**src/dhi_pkg.sv**
```systemverilog
package dhi_pkg;
    localparam int unsigned CLK_HZ          = 50_000_000;
    localparam int unsigned RESET_DELAY_MS  = 100;
    localparam int unsigned RESET_DELAY_CYC = (CLK_HZ / 1000) * RESET_DELAY_MS;
    localparam int unsigned RDY_CNT_W       = 23;

    localparam logic [11:0] ADDR_RDDATA = 12'h000;
    localparam logic [11:0] ADDR_RX     = 12'h004;
    localparam logic [11:0] ADDR_RXCLR  = 12'h008;
    localparam logic [11:0] ADDR_STATUS = 12'h00C;

    localparam logic [14:0] RDDATA_RST  = 15'h0000;
    localparam logic [7:0]  BYTE_RST    = 8'h00;
    localparam logic [3:0]  CNT_RST     = 4'h0;
    localparam logic [3:0]  BYTE_BITS   = 4'h8;
    localparam logic [3:0]  LAST_BIT    = 4'h7;
    localparam logic [4:0]  START_ONES  = 5'h1F;
    localparam logic [1:0]  MODE_RST    = 2'h0;

    // jumper encodings
    localparam logic [1:0]  MODE_ESTROBE = 2'h0;
    localparam logic [1:0]  MODE_SSTROBE = 2'h1;
    localparam logic [1:0]  MODE_SERIAL  = 2'h2;

    // sync vector layout
    localparam int unsigned SYNC_W   = 19;
    // idle levels: read, write and frame strobes high, serial clock high
    localparam logic [18:0] SYNC_RST = 19'h01C02;

    typedef enum logic [4:0] {
        SER_IDLE  = 5'b00001,
        SER_START = 5'b00010,
        SER_WPAY  = 5'b00100,
        SER_RPAY  = 5'b01000,
        SER_DROP  = 5'b10000
    } dhi_ser_e;
endpackage

```
**src/dhi_xfer_if.sv**
```systemverilog
`timescale 1ns/1ps
interface dhi_xfer_if;
    logic       wr_valid;
    logic       wr_sel;
    logic [7:0] wr_data;
    logic       rd_start;
    logic       rd_sel;
    logic [7:0] rd_data;
    modport eng (output wr_valid, wr_sel, wr_data, rd_start, rd_sel,
                 input  rd_data);
    modport core (input  wr_valid, wr_sel, wr_data, rd_start, rd_sel,
                  output rd_data);
endinterface

```
**src/dhi_top.sv**
```systemverilog
`timescale 1ns/1ps
module dhi_top #(
    parameter int unsigned RESET_CYCLES = dhi_pkg::RESET_DELAY_CYC
) (
    // clock and reset
    input  wire logic        clk_in,
    input  wire logic        arst_n_in,
    // jumpers
    input  wire logic [1:0]  mode_sel_in,
    input  wire logic        width4_in,
    // parallel port
    input  wire logic        reg_select_in,
    input  wire logic        rw_in,
    input  wire logic        enable_in,
    input  wire logic        rd_n_in,
    input  wire logic        wr_n_in,
    input  wire logic [7:0]  data_bus_in,
    output logic      [7:0]  data_bus_out,
    output logic             data_bus_oe_out,
    // serial port
    input  wire logic        frame_strobe_n_in,
    input  wire logic        sck_in,
    input  wire logic        sio_in,
    output logic             sio_out,
    output logic             sio_oe_out,
    // apb
    input  wire logic [11:0] paddr_in,
    input  wire logic        psel_in,
    input  wire logic        penable_in,
    input  wire logic        pwrite_in,
    input  wire logic [31:0] pwdata_in,
    output logic      [31:0] prdata_out,
    output logic             pready_out,
    output logic             pslverr_out
);
    logic [18:0] s;
    logic [1:0]  mode_s;
    logic        w4_s, sel_s, rw_s, en_s, rd_s, wr_s, frm_s, sck_s, si_s;
    logic [7:0]  db_s;

    dhi_sync #(.W(dhi_pkg::SYNC_W), .RST(dhi_pkg::SYNC_RST)) u_sync (
        .clk_in    (clk_in),
        .arst_n_in (arst_n_in),
        .d_in      ({mode_sel_in, width4_in, reg_select_in, rw_in,
                     enable_in, rd_n_in, wr_n_in, frame_strobe_n_in,
                     data_bus_in, sck_in, sio_in}),
        .q_out     (s)
    );
    assign {mode_s, w4_s, sel_s, rw_s, en_s, rd_s, wr_s, frm_s,
            db_s, sck_s, si_s} = s;

    // power-up hold and jumper capture
    logic [22:0] rdy_cnt_r, rdy_cnt_nxt;
    logic        ready_r, ready_nxt, w4_r, w4_nxt;
    logic [1:0]  mode_r, mode_nxt;

    always_comb begin
        rdy_cnt_nxt = rdy_cnt_r;
        ready_nxt   = ready_r;
        mode_nxt    = mode_r;
        w4_nxt      = w4_r;
        if (!ready_r) begin
            rdy_cnt_nxt = rdy_cnt_r + 23'h000001;
            if (rdy_cnt_r == 23'(RESET_CYCLES - 1)) begin
                ready_nxt = 1'b1;
                mode_nxt  = mode_s;
                w4_nxt    = w4_s;
            end
        end
    end

    always_ff @(posedge clk_in or negedge arst_n_in) begin
        if (!arst_n_in) begin
            rdy_cnt_r <= 23'h000000;
            ready_r   <= 1'b0;
            mode_r    <= dhi_pkg::MODE_RST;
            w4_r      <= 1'b0;
        end else begin
            rdy_cnt_r <= rdy_cnt_nxt;
            ready_r   <= ready_nxt;
            mode_r    <= mode_nxt;
            w4_r      <= w4_nxt;
        end
    end

    // serial engine
    dhi_xfer_if xfer ();
    logic [14:0] rddata_r, rddata_nxt;

    dhi_serial u_serial (
        .clk_in    (clk_in),
        .arst_n_in (arst_n_in),
        .active_in (ready_r && mode_r == dhi_pkg::MODE_SERIAL),
        .frm_n_in  (frm_s),
        .sck_in    (sck_s),
        .si_in     (si_s),
        .xfer      (xfer),
        .so_out    (sio_out),
        .so_oe_out (sio_oe_out)
    );
    assign xfer.rd_data = xfer.rd_sel ? rddata_r[7:0]
                                     : {1'b0, rddata_r[14:8]};

    // parallel port
    logic       en_p_r, rd_p_r, wr_p_r, phase_r, phase_nxt;
    logic [3:0] hi_nib_r, hi_nib_nxt;
    logic       evt_r, evt_nxt, evt_sel_r, evt_sel_nxt;
    logic [7:0] evt_data_r, evt_data_nxt, dout_nxt, rd_byte;
    logic       oe_nxt, out_sel_r, out_sel_nxt;
    logic       p_e, p_s, wr_edge, rd_edge, rd_end;

    assign p_e     = ready_r && mode_r == dhi_pkg::MODE_ESTROBE;
    assign p_s     = ready_r && mode_r == dhi_pkg::MODE_SSTROBE;
    assign wr_edge = (p_e && en_p_r && !en_s && !rw_s)
                   || (p_s && !wr_p_r && wr_s);
    assign rd_edge = (p_e && !en_p_r && en_s && rw_s)
                   || (p_s && rd_p_r && !rd_s);
    assign rd_end  = (p_e && en_p_r && !en_s) || (p_s && !rd_p_r && rd_s);
    assign rd_byte = sel_s ? rddata_r[7:0] : {1'b0, rddata_r[14:8]};

    always_comb begin
        phase_nxt    = phase_r;
        hi_nib_nxt   = hi_nib_r;
        evt_nxt      = 1'b0;
        evt_sel_nxt  = evt_sel_r;
        evt_data_nxt = evt_data_r;
        dout_nxt     = data_bus_out;
        oe_nxt       = data_bus_oe_out;
        out_sel_nxt  = out_sel_r;
        if (wr_edge) begin
            evt_sel_nxt = sel_s;
            if (w4_r) begin
                phase_nxt = !phase_r;
                if (!phase_r) begin
                    hi_nib_nxt = db_s[7:4];
                end else begin
                    evt_nxt      = 1'b1;
                    evt_data_nxt = {hi_nib_r, db_s[7:4]};
                end
            end else begin
                evt_nxt      = 1'b1;
                evt_data_nxt = db_s;
            end
        end else if (rd_edge) begin
            oe_nxt     = 1'b1;
            out_sel_nxt = sel_s;
            if (w4_r) begin
                phase_nxt = !phase_r;
                dout_nxt  = phase_r ? {rd_byte[3:0], 4'h0}
                                    : {rd_byte[7:4], 4'h0};
            end else begin
                dout_nxt = rd_byte;
            end
        end else if (rd_end) begin
            oe_nxt = 1'b0;
        end
        if (xfer.wr_valid) begin
            evt_nxt      = 1'b1;
            evt_sel_nxt  = xfer.wr_sel;
            evt_data_nxt = xfer.wr_data;
        end
    end

    always_ff @(posedge clk_in or negedge arst_n_in) begin
        if (!arst_n_in) begin
            en_p_r          <= 1'b0;
            rd_p_r          <= 1'b1;
            wr_p_r          <= 1'b1;
            phase_r         <= 1'b0;
            hi_nib_r        <= 4'h0;
            evt_r           <= 1'b0;
            evt_sel_r       <= 1'b0;
            evt_data_r      <= dhi_pkg::BYTE_RST;
            data_bus_out    <= dhi_pkg::BYTE_RST;
            data_bus_oe_out <= 1'b0;
            out_sel_r       <= 1'b0;
        end else begin
            en_p_r          <= en_s;
            rd_p_r          <= rd_s;
            wr_p_r          <= wr_s;
            phase_r         <= phase_nxt;
            hi_nib_r        <= hi_nib_nxt;
            evt_r           <= evt_nxt;
            evt_sel_r       <= evt_sel_nxt;
            evt_data_r      <= evt_data_nxt;
            data_bus_out    <= dout_nxt;
            data_bus_oe_out <= oe_nxt;
            out_sel_r       <= out_sel_nxt;
        end
    end

    // apb slave, one wait state per access
    logic        acc, hit, wr_do;
    logic        rxv_r, rxv_nxt, rxrs_r, rxrs_nxt;
    logic [7:0]  rxb_r, rxb_nxt;
    logic [31:0] prdata_nxt, rmux;
    logic        pready_nxt, pslverr_nxt;

    assign acc   = psel_in && penable_in;
    assign hit   = paddr_in == dhi_pkg::ADDR_RDDATA
                 || paddr_in == dhi_pkg::ADDR_RX
                 || paddr_in == dhi_pkg::ADDR_RXCLR
                 || paddr_in == dhi_pkg::ADDR_STATUS;
    assign wr_do = acc && pready_out && pwrite_in && hit;

    always_comb begin
        case (paddr_in)
            dhi_pkg::ADDR_RDDATA: rmux = {17'h00000, rddata_r};
            dhi_pkg::ADDR_RX:     rmux = {22'h000000, rxv_r, rxrs_r, rxb_r};
            dhi_pkg::ADDR_STATUS: rmux = {27'h0000000, ready_r, w4_r,
                                          mode_r, 1'b0};
            default:              rmux = 32'h00000000;
        endcase
        pready_nxt  = acc && !pready_out;
        prdata_nxt  = prdata_out;
        pslverr_nxt = pslverr_out;
        if (acc && !pready_out) begin
            prdata_nxt  = rmux;
            pslverr_nxt = !hit;
        end
        rddata_nxt = rddata_r;
        if (wr_do && paddr_in == dhi_pkg::ADDR_RDDATA) begin
            rddata_nxt = pwdata_in[14:0];
        end
        rxv_nxt  = rxv_r;
        rxrs_nxt = rxrs_r;
        rxb_nxt  = rxb_r;
        if (wr_do && paddr_in == dhi_pkg::ADDR_RXCLR && pwdata_in[0]) begin
            rxv_nxt = 1'b0;
        end
        // a byte landing in the clear cycle must not vanish
        if (evt_r) begin
            rxv_nxt  = 1'b1;
            rxrs_nxt = evt_sel_r;
            rxb_nxt  = evt_data_r;
        end
    end

    always_ff @(posedge clk_in or negedge arst_n_in) begin
        if (!arst_n_in) begin
            prdata_out  <= 32'h00000000;
            pready_out  <= 1'b0;
            pslverr_out <= 1'b0;
            rddata_r    <= dhi_pkg::RDDATA_RST;
            rxv_r       <= 1'b0;
            rxrs_r      <= 1'b0;
            rxb_r       <= dhi_pkg::BYTE_RST;
        end else begin
            prdata_out  <= prdata_nxt;
            pready_out  <= pready_nxt;
            pslverr_out <= pslverr_nxt;
            rddata_r    <= rddata_nxt;
            rxv_r       <= rxv_nxt;
            rxrs_r      <= rxrs_nxt;
            rxb_r       <= rxb_nxt;
        end
    end

    AST_E_WRITE: assert property (@(posedge clk_in)
        disable iff (!arst_n_in)
        (p_e && !w4_r && en_p_r && !en_s && !rw_s)
        |=> evt_r && evt_data_r == $past(db_s))
        else $error("enable write not captured");
    AST_S_WRITE: assert property (@(posedge clk_in)
        disable iff (!arst_n_in)
        (p_s && !w4_r && !wr_p_r && wr_s)
        |=> evt_r && evt_sel_r == $past(sel_s))
        else $error("write strobe not captured");
    AST_NIB_JOIN: assert property (@(posedge clk_in)
        disable iff (!arst_n_in)
        (wr_edge && w4_r && phase_r)
        |=> evt_r && evt_data_r == {$past(hi_nib_r), $past(db_s[7:4])}
            && !phase_r)
        else $error("nibbles not joined");
    AST_E_READ: assert property (@(posedge clk_in)
        disable iff (!arst_n_in)
        (p_e && !en_p_r && en_s && rw_s) |=> data_bus_oe_out [*1] ##1 1'b1)
        else $error("enable read not driven");
    AST_RD_DRIVE: assert property (@(posedge clk_in)
        disable iff (!arst_n_in)
        (p_s && rd_p_r && !rd_s) |=> data_bus_oe_out)
        else $error("read strobe not driven");
    AST_BUSY_ZERO: assert property (@(posedge clk_in)
        disable iff (!arst_n_in)
        (data_bus_oe_out && !out_sel_r && !(w4_r && !phase_r))
        |-> !data_bus_out[7])
        else $error("busy bit not zero");
    AST_APB_WAIT: assert property (@(posedge clk_in)
        disable iff (!arst_n_in)
        (acc && !pready_out) |=> pready_out ##1 !pready_out)
        else $error("apb answer not in one wait");
    AST_HOLD_OFF: assert property (@(posedge clk_in)
        disable iff (!arst_n_in)
        !ready_r |-> !evt_r && !data_bus_oe_out)
        else $error("transfer during power-up hold");
    AST_SER_TURN: assert property (@(posedge clk_in)
        disable iff (!arst_n_in)
        xfer.rd_start |-> !sio_oe_out)
        else $error("serial line turned before payload");
endmodule

```
**src/dhi_sync.sv**
```systemverilog
`timescale 1ns/1ps
module dhi_sync #(
    parameter int unsigned          W   = 1,
    parameter logic [W-1:0]         RST = '0
) (
    // clock and reset
    input  wire logic         clk_in,
    input  wire logic         arst_n_in,
    // async in, synced out
    input  wire logic [W-1:0] d_in,
    output logic      [W-1:0] q_out
);
    logic [W-1:0] meta_r;

    genvar i;
    generate
        for (i = 0; i < W; i++) begin : g_bit
            always_ff @(posedge clk_in or negedge arst_n_in) begin
                if (!arst_n_in) begin
                    meta_r[i] <= RST[i];
                    q_out[i]  <= RST[i];
                end else begin
                    meta_r[i] <= d_in[i];
                    q_out[i]  <= meta_r[i];
                end
            end
        end
    endgenerate
endmodule

```
**src/dhi_serial.sv**
```systemverilog
`timescale 1ns/1ps
module dhi_serial (
    // clock and reset
    input  wire logic     clk_in,
    input  wire logic     arst_n_in,
    // active flag and synced pins
    input  wire logic     active_in,
    input  wire logic     frm_n_in,
    input  wire logic     sck_in,
    input  wire logic     si_in,
    // core side
    dhi_xfer_if.eng       xfer,
    // serial output pin
    output logic          so_out,
    output logic          so_oe_out
);
    dhi_pkg::dhi_ser_e st_r, st_nxt;
    logic [3:0] cnt_r, cnt_nxt;
    logic [7:0] sh_r, sh_nxt;
    logic       rw_r, rw_nxt, sel_r, sel_nxt;
    logic       so_nxt, oe_nxt, wv_r, wv_nxt, rds_r, rds_nxt;
    logic       frm_prev_r, sck_prev_r;
    logic       frm_fall, frm_rise, sck_rise, sck_fall;
    logic [7:0] sbyte;

    assign frm_fall = frm_prev_r & ~frm_n_in;
    assign frm_rise = ~frm_prev_r & frm_n_in;
    assign sck_rise = ~sck_prev_r & sck_in;
    assign sck_fall = sck_prev_r & ~sck_in;
    assign sbyte    = {sh_r[6:0], si_in};

    always_comb begin
        st_nxt  = st_r;
        cnt_nxt = cnt_r;
        sh_nxt  = sh_r;
        rw_nxt  = rw_r;
        sel_nxt = sel_r;
        so_nxt  = so_out;
        oe_nxt  = so_oe_out;
        wv_nxt  = 1'b0;
        rds_nxt = 1'b0;
        case (st_r)
            dhi_pkg::SER_IDLE: begin
                oe_nxt = 1'b0;
                if (frm_fall && active_in) begin
                    st_nxt  = dhi_pkg::SER_START;
                    cnt_nxt = dhi_pkg::CNT_RST;
                end
            end
            dhi_pkg::SER_START: begin
                if (frm_rise) begin
                    st_nxt = dhi_pkg::SER_IDLE;
                end else if (sck_rise) begin
                    sh_nxt  = sbyte;
                    cnt_nxt = cnt_r + 4'h1;
                    if (cnt_r == dhi_pkg::LAST_BIT) begin
                        cnt_nxt = dhi_pkg::CNT_RST;
                        if (sbyte[7:3] == dhi_pkg::START_ONES
                                && !sbyte[0]) begin
                            rw_nxt  = sbyte[2];
                            sel_nxt = sbyte[1];
                            rds_nxt = sbyte[2];
                            st_nxt  = sbyte[2] ? dhi_pkg::SER_RPAY
                                               : dhi_pkg::SER_WPAY;
                        end else begin
                            st_nxt = dhi_pkg::SER_DROP;
                        end
                    end
                end
            end
            dhi_pkg::SER_WPAY: begin
                if (frm_rise) begin
                    // only a completed frame closed by the strobe counts
                    wv_nxt = (cnt_r == dhi_pkg::BYTE_BITS);
                    st_nxt = dhi_pkg::SER_IDLE;
                end else if (sck_rise && cnt_r != dhi_pkg::BYTE_BITS) begin
                    sh_nxt  = sbyte;
                    cnt_nxt = cnt_r + 4'h1;
                end
            end
            dhi_pkg::SER_RPAY: begin
                if (frm_rise) begin
                    st_nxt = dhi_pkg::SER_IDLE;
                    oe_nxt = 1'b0;
                end else if (sck_fall && cnt_r != dhi_pkg::BYTE_BITS) begin
                    // host owns the 1 us gap; first fall turns the line
                    oe_nxt  = 1'b1;
                    cnt_nxt = cnt_r + 4'h1;
                    if (cnt_r == dhi_pkg::CNT_RST) begin
                        so_nxt = xfer.rd_data[7];
                        sh_nxt = {xfer.rd_data[6:0], 1'b0};
                    end else begin
                        so_nxt = sh_r[7];
                        sh_nxt = {sh_r[6:0], 1'b0};
                    end
                end
            end
            dhi_pkg::SER_DROP: begin
                if (frm_rise) begin
                    st_nxt = dhi_pkg::SER_IDLE;
                end
            end
            default: begin
                st_nxt = dhi_pkg::SER_IDLE;
                oe_nxt = 1'b0;
            end
        endcase
    end

    always_ff @(posedge clk_in or negedge arst_n_in) begin
        if (!arst_n_in) begin
            st_r       <= dhi_pkg::SER_IDLE;
            cnt_r      <= dhi_pkg::CNT_RST;
            sh_r       <= dhi_pkg::BYTE_RST;
            rw_r       <= 1'b0;
            sel_r      <= 1'b0;
            so_out     <= 1'b0;
            so_oe_out  <= 1'b0;
            wv_r       <= 1'b0;
            rds_r      <= 1'b0;
            frm_prev_r <= 1'b1;
            // idle-high clock: no false edge right after reset
            sck_prev_r <= 1'b1;
        end else begin
            st_r       <= st_nxt;
            cnt_r      <= cnt_nxt;
            sh_r       <= sh_nxt;
            rw_r       <= rw_nxt;
            sel_r      <= sel_nxt;
            so_out     <= so_nxt;
            so_oe_out  <= oe_nxt;
            wv_r       <= wv_nxt;
            rds_r      <= rds_nxt;
            frm_prev_r <= frm_n_in;
            sck_prev_r <= sck_in;
        end
    end

    assign xfer.wr_valid = wv_r;
    assign xfer.wr_sel   = sel_r;
    assign xfer.wr_data  = sh_r;
    assign xfer.rd_start = rds_r;
    assign xfer.rd_sel   = sel_r;

    AST_SER_LAST_ZERO: assert property (@(posedge clk_in)
        disable iff (!arst_n_in)
        (st_r == dhi_pkg::SER_START && sck_rise && !frm_rise
            && cnt_r == dhi_pkg::LAST_BIT && si_in)
        |=> st_r == dhi_pkg::SER_DROP)
        else $error("bad start byte not dropped");
    AST_SER_WR_FULL: assert property (@(posedge clk_in)
        disable iff (!arst_n_in)
        wv_r |-> $past(cnt_r) == dhi_pkg::BYTE_BITS && $past(frm_n_in)
            && !$past(frm_prev_r))
        else $error("serial write without full frame");
    AST_SER_END: assert property (@(posedge clk_in)
        disable iff (!arst_n_in)
        (frm_rise && st_r != dhi_pkg::SER_IDLE)
        |=> st_r == dhi_pkg::SER_IDLE ##1 !so_oe_out)
        else $error("frame not closed by strobe");
    AST_SER_OE_READ: assert property (@(posedge clk_in)
        disable iff (!arst_n_in)
        so_oe_out |-> rw_r && $past(st_r) == dhi_pkg::SER_RPAY)
        else $error("serial drive outside read");
endmodule

```
**config.mk**
```make
export PLATFORM = sky130hd
export DESIGN_NAME = dhi_top
export DESIGN_NICKNAME = d
export VERILOG_FILES = /design/src/dhi_pkg.sv /design/src/dhi_xfer_if.sv /design/src/dhi_top.sv /design/src/dhi_sync.sv /design/src/dhi_serial.sv
export SDC_FILE = /design/constraint.sdc
export NUM_CORES = 1
export LEC_CHECK = 0
export BUFFER_PORTS_ARGS = -buffer_cell sky130_fd_sc_hd__buf_2
export CORE_MARGIN = 2
export CORE_UTILIZATION = 40
export DETAILED_ROUTE_END_ITERATION = 16
export PLACE_DENSITY = 0.7
export SLEW_MARGIN = 20
export SYNTH_ARGS = -nofsm -noshare
export SYNTH_HDL_FRONTEND = slang
export SYNTH_SLANG_ARGS = --single-unit
```
**constraint.sdc**
```tcl
create_clock -name clk_in -period 4 [get_ports clk_in]
set_clock_uncertainty 0.15 [all_clocks]
set_input_delay 0.4 -clock clk_in [delete_from_list [all_inputs] [get_ports clk_in]]
set_output_delay 0.4 -clock clk_in [all_outputs]
set_load 0.005 [all_outputs]
```
==> results_dict.tcl, run 1 <==
set metrics [dict create \
    start_kind "flip-flop" \
    hold_viol_final 0 \
    yosysTopAreaCellShare_pct 52.17 \
    crit_fanout 9 \
    clock_latency_ns 0.43 \
    setup_slack_ns 1.538 \
    fmax_ghz 0.4061 \
    postCtsHoldBufs 20 \
    grt-busiest-layer "met2" \
    synth.avg_cell_area_um2 12.16 \
    synth_area_leader_cell "dfrtp_1" \
    cap_violations 0 \
    fillCellCount 1536 \
    hold_depth 2 \
    reg2reg_from "u_sync.q_out[10]$_DFF_PN1_" \
    yosysWarnings 0 \
    powerDensity_mw_per_mm2 414.6 \
    cts_tree "built" \
    setup_viol 0 \
    regArea_mm2 0.003945 \
    grt_start_max_net_pins 93 \
    gr-usage-met2_pct 26.40 \
    wl_per_cell_um 15.84 \
    grt_use_met3_pct 4.265 \
    ir_drop_mv 0.3994 \
    hp-start "pwdata_in[8]" \
    grtUsageMet1_pct 22.87 \
    worstMarginPinSlew_ns 0.8578 \
    synthTopCellsByArea "dfrtp_1 52%, dfstp_2 4.9%, mux2_2 4.7%" \
    arrival_ns 2.62 \
    cts.clk_slew.worst_paths_ns 0.06 \
    pre_cts_slack_ns 1.247 \
    synthArstFlopShare_pct 100.0 \
    dr.pass1.iters 4 \
    worstSetupPathType "flip-flop to flip-flop" \
    pin_count 113 \
    drive_above_1_share_pct 28.63 \
    port_buffers 78 \
    start_util_pct 40.35 \
    worstRegToRegCells 5 \
    tns_ns 0 \
    ctsHtreeMaxLevel 4 \
    ant_nets 0 \
    grt_pass1_vias 4696 \
    synth.distinct_cells 69 \
    num_vias 4656 \
    status "completed" \
    required_ns 4.16 \
    multi_input_area_mm2 0.002731 \
    cts_max_path_buffers 2 \
    drc 0 \
    die_y_um 135.4 \
    via_per_inst 5.139 \
    slew_headroom_pct 42.81 \
    gp_congestion 0.8452 \
    p_leak_nw 3.848 \
    area_delta_synth_final_pct 19.47 \
    finalCritPeriodShare_pct 61.56 \
    dp_hpwl_um 10210 \
    post_cts_buffers 0 \
    synthTopCellsByCount "144 x dfrtp_1, 64 x nand2_1, 35 x o21ai_0, 29 x mux2_2, 24 x nor2_1" \
    root_buffer "clkbuf_16" \
    synth_seq_cells 157 \
    end_kind "flip-flop" \
    final_nets 739 \
    num_antenna_cells 0 \
    fp-row-count 48 \
    syn_inst 568 \
    die_w_um 135.4 \
    fin_crit_ns 2.462 \
    grt_pass1_wl_um 23890 \
    synth_top_flop_cell "dfrtp_1" \
    routed_wl_um 14350 \
    cts.sinks 157 \
    hold_path_class "input pin to flip-flop" \
    rr_endpoint "u_serial.xfer.wr_data[6]$_DFFE_PN0P_" \
    detail_route.iter0.violations 220 \
    synth_most_common_cell "dfrtp_1" \
    synth_area_mm2 0.006907 \
    slew_viol_final 0 \
    antenna_found_initial 0 \
    dieArea_mm2 0.01833 \
    overflow 0 \
    rsz0062_at_grt "no" \
    r2r_slack_ns 1.54 \
    track_usage_pct 16.89 \
    min_to "rddata_r[8]$_DFFE_PN0P_" \
    coreArea_mm2 0.01712 \
    cts-buffers-inserted 17 \
    ys_seq_area_share_pct 57.12 \
    synth_edf_count 0 \
    ctsResizeCount 0 \
]
==> through the flow <==
| stage | total power, mW | hold WS (ns) | std cells | instance area (µm²) | utilization (%) |
|---|---|---|---|---|---|
| 3_3_place_gp | 1.739 | 0.1855 | 854 | 7426 | 43.38 |
| 5_1_grt | 3.540 | 0.04227 | 906 | 8252 | 48.21 |
| 6_report | 3.421 | 0.05079 | 906 | 8252 | 48.21 |
| 2_1_floorplan | 1.686 | -0.04559 | 584 | 6967 | - |
| 3_5_place_dp | 1.744 | 0.1847 | 854 | 7426 | 43.38 |
| 4_1_cts | 3.458 | 0.03504 | 906 | 8252 | 48.21 |
==> where the power goes <==
| part | switching [mW] | internal (mW) | total, mW | leakage [nW] |
|---|---|---|---|---|
| Combinational | 0.0577 | 0.0412 | 0.0988 | 1.49 |
| Clock | 0.679 | 1.02 | 1.70 | 0.300 |
| Sequential | 0.0120 | 1.62 | 1.63 | 2.06 |
==> registers in the layout, summed over array words and instances, names as in the netlist, 2 cells and up <==
register               count
data_bus_out               8
evt_data_r                 8
hi_nib_r                   4
mode_r                     2
prdata_out                15
rddata_r                  15
rdy_cnt_r                 23
rxb_r                      8
u_serial.cnt_r             4
u_serial.st_r              5
u_serial.xfer.wr_data      8
u_sync.meta_r             19
u_sync.q_out              19
==> cell type report <==
| type | instances | area share, % |
|---|---|---|
| multi-input cells | 378 | 33.10 |
| inverters | 13 | 0.5914 |
| repair buffers | 101 | 7.506 |
| well taps | 225 | 3.412 |
| flip-flops and latches | 157 | 47.81 |
| clock buffers | 19 | 5.368 |
| clock inverters | 13 | 2.214 |
==> critical path, stage by stage (launching register included) <==
cell	delay [ns]
dfstp_2	0.58
nor2b_1	0.35
nor3b_1	0.14
o221ai_2	0.31
or2_1	0.47
mux2_4	0.34
==> cell usage in the layout (no fill, tap or decap), types with 4 or more instances in the layout <==
cell type	count
clkbuf_16	17
nor4_1	4
o21ai_0	35
clkinv_4	4
nor2_1	24
nand3_1	20
mux2_4	19
nor3b_1	5
nor3_1	6
a21oi_1	10
mux2_2	29
dfstp_2	13
dlygate4sd3_1	20
xor2_1	5
conb_1	17
dfrtp_1	144
nand2_1	64
a22oi_1	14
o31ai_1	4
nand2b_1	9
inv_1	10
nor2b_1	6
buf_2	77
nand3b_1	5
mux2i_1	22
nand4_1	8
xnor2_1	20
==> cells by family after synthesis <==
kind of cell / Yosys count / synth area share [%]
muxes: 73 / 13.03
and+or+nand+nor: 180 / 14.48
AOI/OAI and AO/OA: 80 / 7.410
DFF: 157 / 57.12
other: 1 / 0.05430
xor gates and xnor gates: 25 / 3.170
buffers and inverters: 49 / 4.203
adders and majority gates: 3 / 0.5435
==> per-layer routing <==
metal / share of wire (%) / wire length (µm) / vias to the layer above
met5: 0 / 0 / -
met4: 1.9 / 268 / 0
met2: 49 / 7010 / 148
met3: 5.4 / 781 / 26
met1: 44 / 6290 / 2308
li1: - / - / 2174
==> worst max-delay path by stage <==
stage | from | endpoint | slack, ns | cells after the start
final | u_sync.q_out[10]$_DFF_PN1_ | u_serial.xfer.wr_data[6]$_DFFE_PN0P_ | 1.54 | 5
after global routing | u_sync.q_out[10]$_DFF_PN1_ | u_serial.xfer.wr_data[1]$_DFFE_PN0P_ | 1.41 | 5
after detailed placement | paddr_in[5] | rddata_r[7]$_DFFE_PN0P_ | 1.25 | 6
after floorplan | u_serial.st_r[0]$_DFFE_PN1P_ | u_serial.cnt_r[0]$_DFFE_PN0P_ | 1.92 | 5
after global placement | paddr_in[5] | rddata_r[13]$_DFFE_PN0P_ | 1.39 | 6
after CTS | u_serial.st_r[3]$_DFFE_PN0P_ | u_serial.xfer.wr_data[3]$_DFFE_PN0P_ | 1.53 | 5
(Power assumes the default switching activity.)
==> run 2: changes to the inputs <==
--- a/config.mk
+++ b/config.mk
@@ -9,7 +9,7 @@
 export CORE_MARGIN = 2
 export CORE_UTILIZATION = 40
 export DETAILED_ROUTE_END_ITERATION = 16
-export PLACE_DENSITY = 0.7
+export PLACE_DENSITY = 0.72
 export SLEW_MARGIN = 20
 export SYNTH_ARGS = -nofsm -noshare
 export SYNTH_HDL_FRONTEND = slang
==> constraint.sdc (replaced) <==
create_clock -name clk_in -period 2.2 [get_ports clk_in]
set_clock_uncertainty 0.15 [all_clocks]
set_input_delay 0.22 -clock clk_in [delete_from_list [all_inputs] [get_ports clk_in]]
set_output_delay 0.22 -clock clk_in [all_outputs]
set_load 0.005 [all_outputs]
==> results_dict.tcl, run 2 (synthesis gave the netlist of run 1 again) <==
set metrics [dict create \
    finalPower_mw 6.267 \
    pin_count 113 \
    gp_congestion 0.8520 \
    hold_viol_final 0 \
    critPathSlowestCell "dfrtp_1" \
    grt_pass1_wl_um 23490 \
    worstSetupPathType "flip-flop to flip-flop" \
    dr.pass1.iters 7 \
    wl_per_cell_um 15.28 \
    final_nets 782 \
    routed_wl_um 14500 \
    coreArea_mm2 0.01712 \
    die_y_um 135.4 \
    finalCritPeriodShare_pct 96.13 \
    required_ns 2.35 \
    hold_path_class "input pin to flip-flop" \
    cap_violations 0 \
    root_buffer "clkbuf_16" \
    cts_tree "built" \
    dp_hpwl_um 9946 \
    ctsHtreeMaxLevel 4 \
    tns_ns 0 \
    pwr-share-comb_pct 3.4 \
    start_kind "flip-flop" \
    fin_crit_ns 2.115 \
    whs_ns 0.1053 \
    slowest_delay_ns 0.57 \
    reg_top3 "rdy_cnt_r (23), u_sync.meta_r (19), u_sync.q_out (19)" \
    largest_reg_flops 23 \
    track_usage_pct 16.54 \
    post_cts_buffers 0 \
    end_kind "flip-flop" \
    pwr-share-clk_pct 49.4 \
    dieArea_mm2 0.01833 \
    overflow 0 \
    grt_pass1_vias 4636 \
    num_vias 4723 \
    cts.clk_slew.worst_paths_ns 0.06 \
    slew_viol_final 0 \
    port_buffers 78 \
    powerDensity_mw_per_mm2 724.9 \
    arrival_ns 2.27 \
    start_util_pct 40.35 \
    antenna_found_initial 0 \
    crit_fanout 10 \
    num_antenna_cells 0 \
    fp-row-count 48 \
    p_sw_mw 1.398 \
    ant_nets 0 \
    worstMarginPinSlew_ns 0.5413 \
    seqPwrFrac_pct 47.2 \
    clock_latency_ns 0.42 \
    status "completed" \
    cts_max_path_buffers 2 \
    cts-buffers-inserted 17 \
    top_register "rdy_cnt_r" \
    drive_above_1_share_pct 31.22 \
    area_delta_synth_final_pct 25.18 \
    rsz0062_at_grt "no" \
    detail_route.iter0.violations 289 \
    fillCellCount 1460 \
    grt_start_max_net_pins 65 \
    fmax_ghz 0.4728 \
    via_per_inst 4.977 \
    cts.sinks 157 \
    internal_power_mw 4.869 \
    post-route-util_pct 50.51 \
    die_w_um 135.4 \
    ir_drop_mv 0.7886 \
    drc 0 \
    switching_share_pct 22.31 \
    slew_headroom_pct 63.91 \
    final_cell_mix "144 x dfrtp_1, 77 x buf_2, 64 x nand2_1, 35 x o21ai_0, 35 x dlygate4sd3_1" \
    setup_viol 0 \
    path_cells "xor2_1 -> nand3b_1 -> o221ai_2 -> or2_1 -> buf_4 -> mux2_4" \
    p_leak_nw 4.070 \
    layout_commonest_cell "dfrtp_1" \
]
-- run 2: cell type report --
class	instances	area, µm²	area share, %
Sequential cell	157	3945	45.63
Multi-Input combinational cell	378	2739	31.68
Timing Repair Buffer	144	1005	11.62
Clock buffer	17	425.4	4.920
Tap cell	225	281.5	3.256
Clock inverter	15	201.4	2.330
Inverter	13	48.80	0.5644
-- run 2: repair_timing --
action / 4_1_cts / 5_1_grt
hold buffers: 35 / 0
resized for setup: 0 / 2
endpoints found under the hold margin: 181 / 0
setup endpoints to repair: 0 / 2
-- run 2: final timing paths --
check | from | end | slack, ns | cells after the start
max in group asynchronous | arst_n_in | u_serial.sck_prev_r$_DFF_PN1_ | 1.06 | 3
min in group asynchronous | arst_n_in | u_sync.q_out[2]$_DFF_PN0_ | 0.13 | 2
worst min-delay path | paddr_in[2] | rxv_r$_DFFE_PN0P_ | 0.11 | 5
worst max-delay path | u_serial.st_r[3]$_DFFE_PN0P_ | u_serial.xfer.wr_data[3]$_DFFE_PN0P_ | 0.09 | 6
worst min register to register | u_sync.meta_r[4]$_DFF_PN0_ | u_sync.q_out[4]$_DFF_PN0_ | 0.20 | 0
worst max register to register | u_serial.st_r[3]$_DFFE_PN0P_ | u_serial.xfer.wr_data[3]$_DFFE_PN0P_ | 0.09 | 6
-- run 2: power groups by stage --
| stage | Combinational [mW] | Clock, mW | Sequential [mW] |
|---|---|---|---|
| floorplan | 0.0628 | 0 | 3.00 |
| global placement | 0.165 | 0 | 3.01 |
| detailed placement | 0.165 | 0 | 3.01 |
| CTS | 0.213 | 3.16 | 2.96 |
| global route | 0.239 | 3.29 | 2.96 |
| finish | 0.211 | 3.10 | 2.96 |
-- run 2: per-stage QoR --
step	std cells	instance area, µm²	setup slack, ns
detailed placement	882	7661	0.1043
global placement	882	7661	0.1323
CTS	949	8638	0.09482
floorplan	584	6967	0.1230
finish	949	8646	0.08512
global route	949	8646	0.002299
-- run 2: routing by layer --
layer	wire length, µm	up-vias	share of wire (%)	global-route usage [%]
met1	7015	2337	48	23.62
met5	0	-	0	0
met4	311	0	2.1	6.250
met3	516	26	3.6	3.330
met2	6658	113	46	25.04
li1	-	2247	-	-
-- run 2: worst max-delay path, delay by kind of cell, from the launching register on --
| family | cells | cell delay, ns |
|---|---|---|
| DFF | 1 | 0.57 |
| and+or+nand+nor | 2 | 0.34 |
| muxes | 1 | 0.30 |
| xor gates and xnor gates | 1 | 0.24 |
| AOI/OAI and AO/OA | 1 | 0.22 |
| buffers and inverters | 1 | 0.17 |
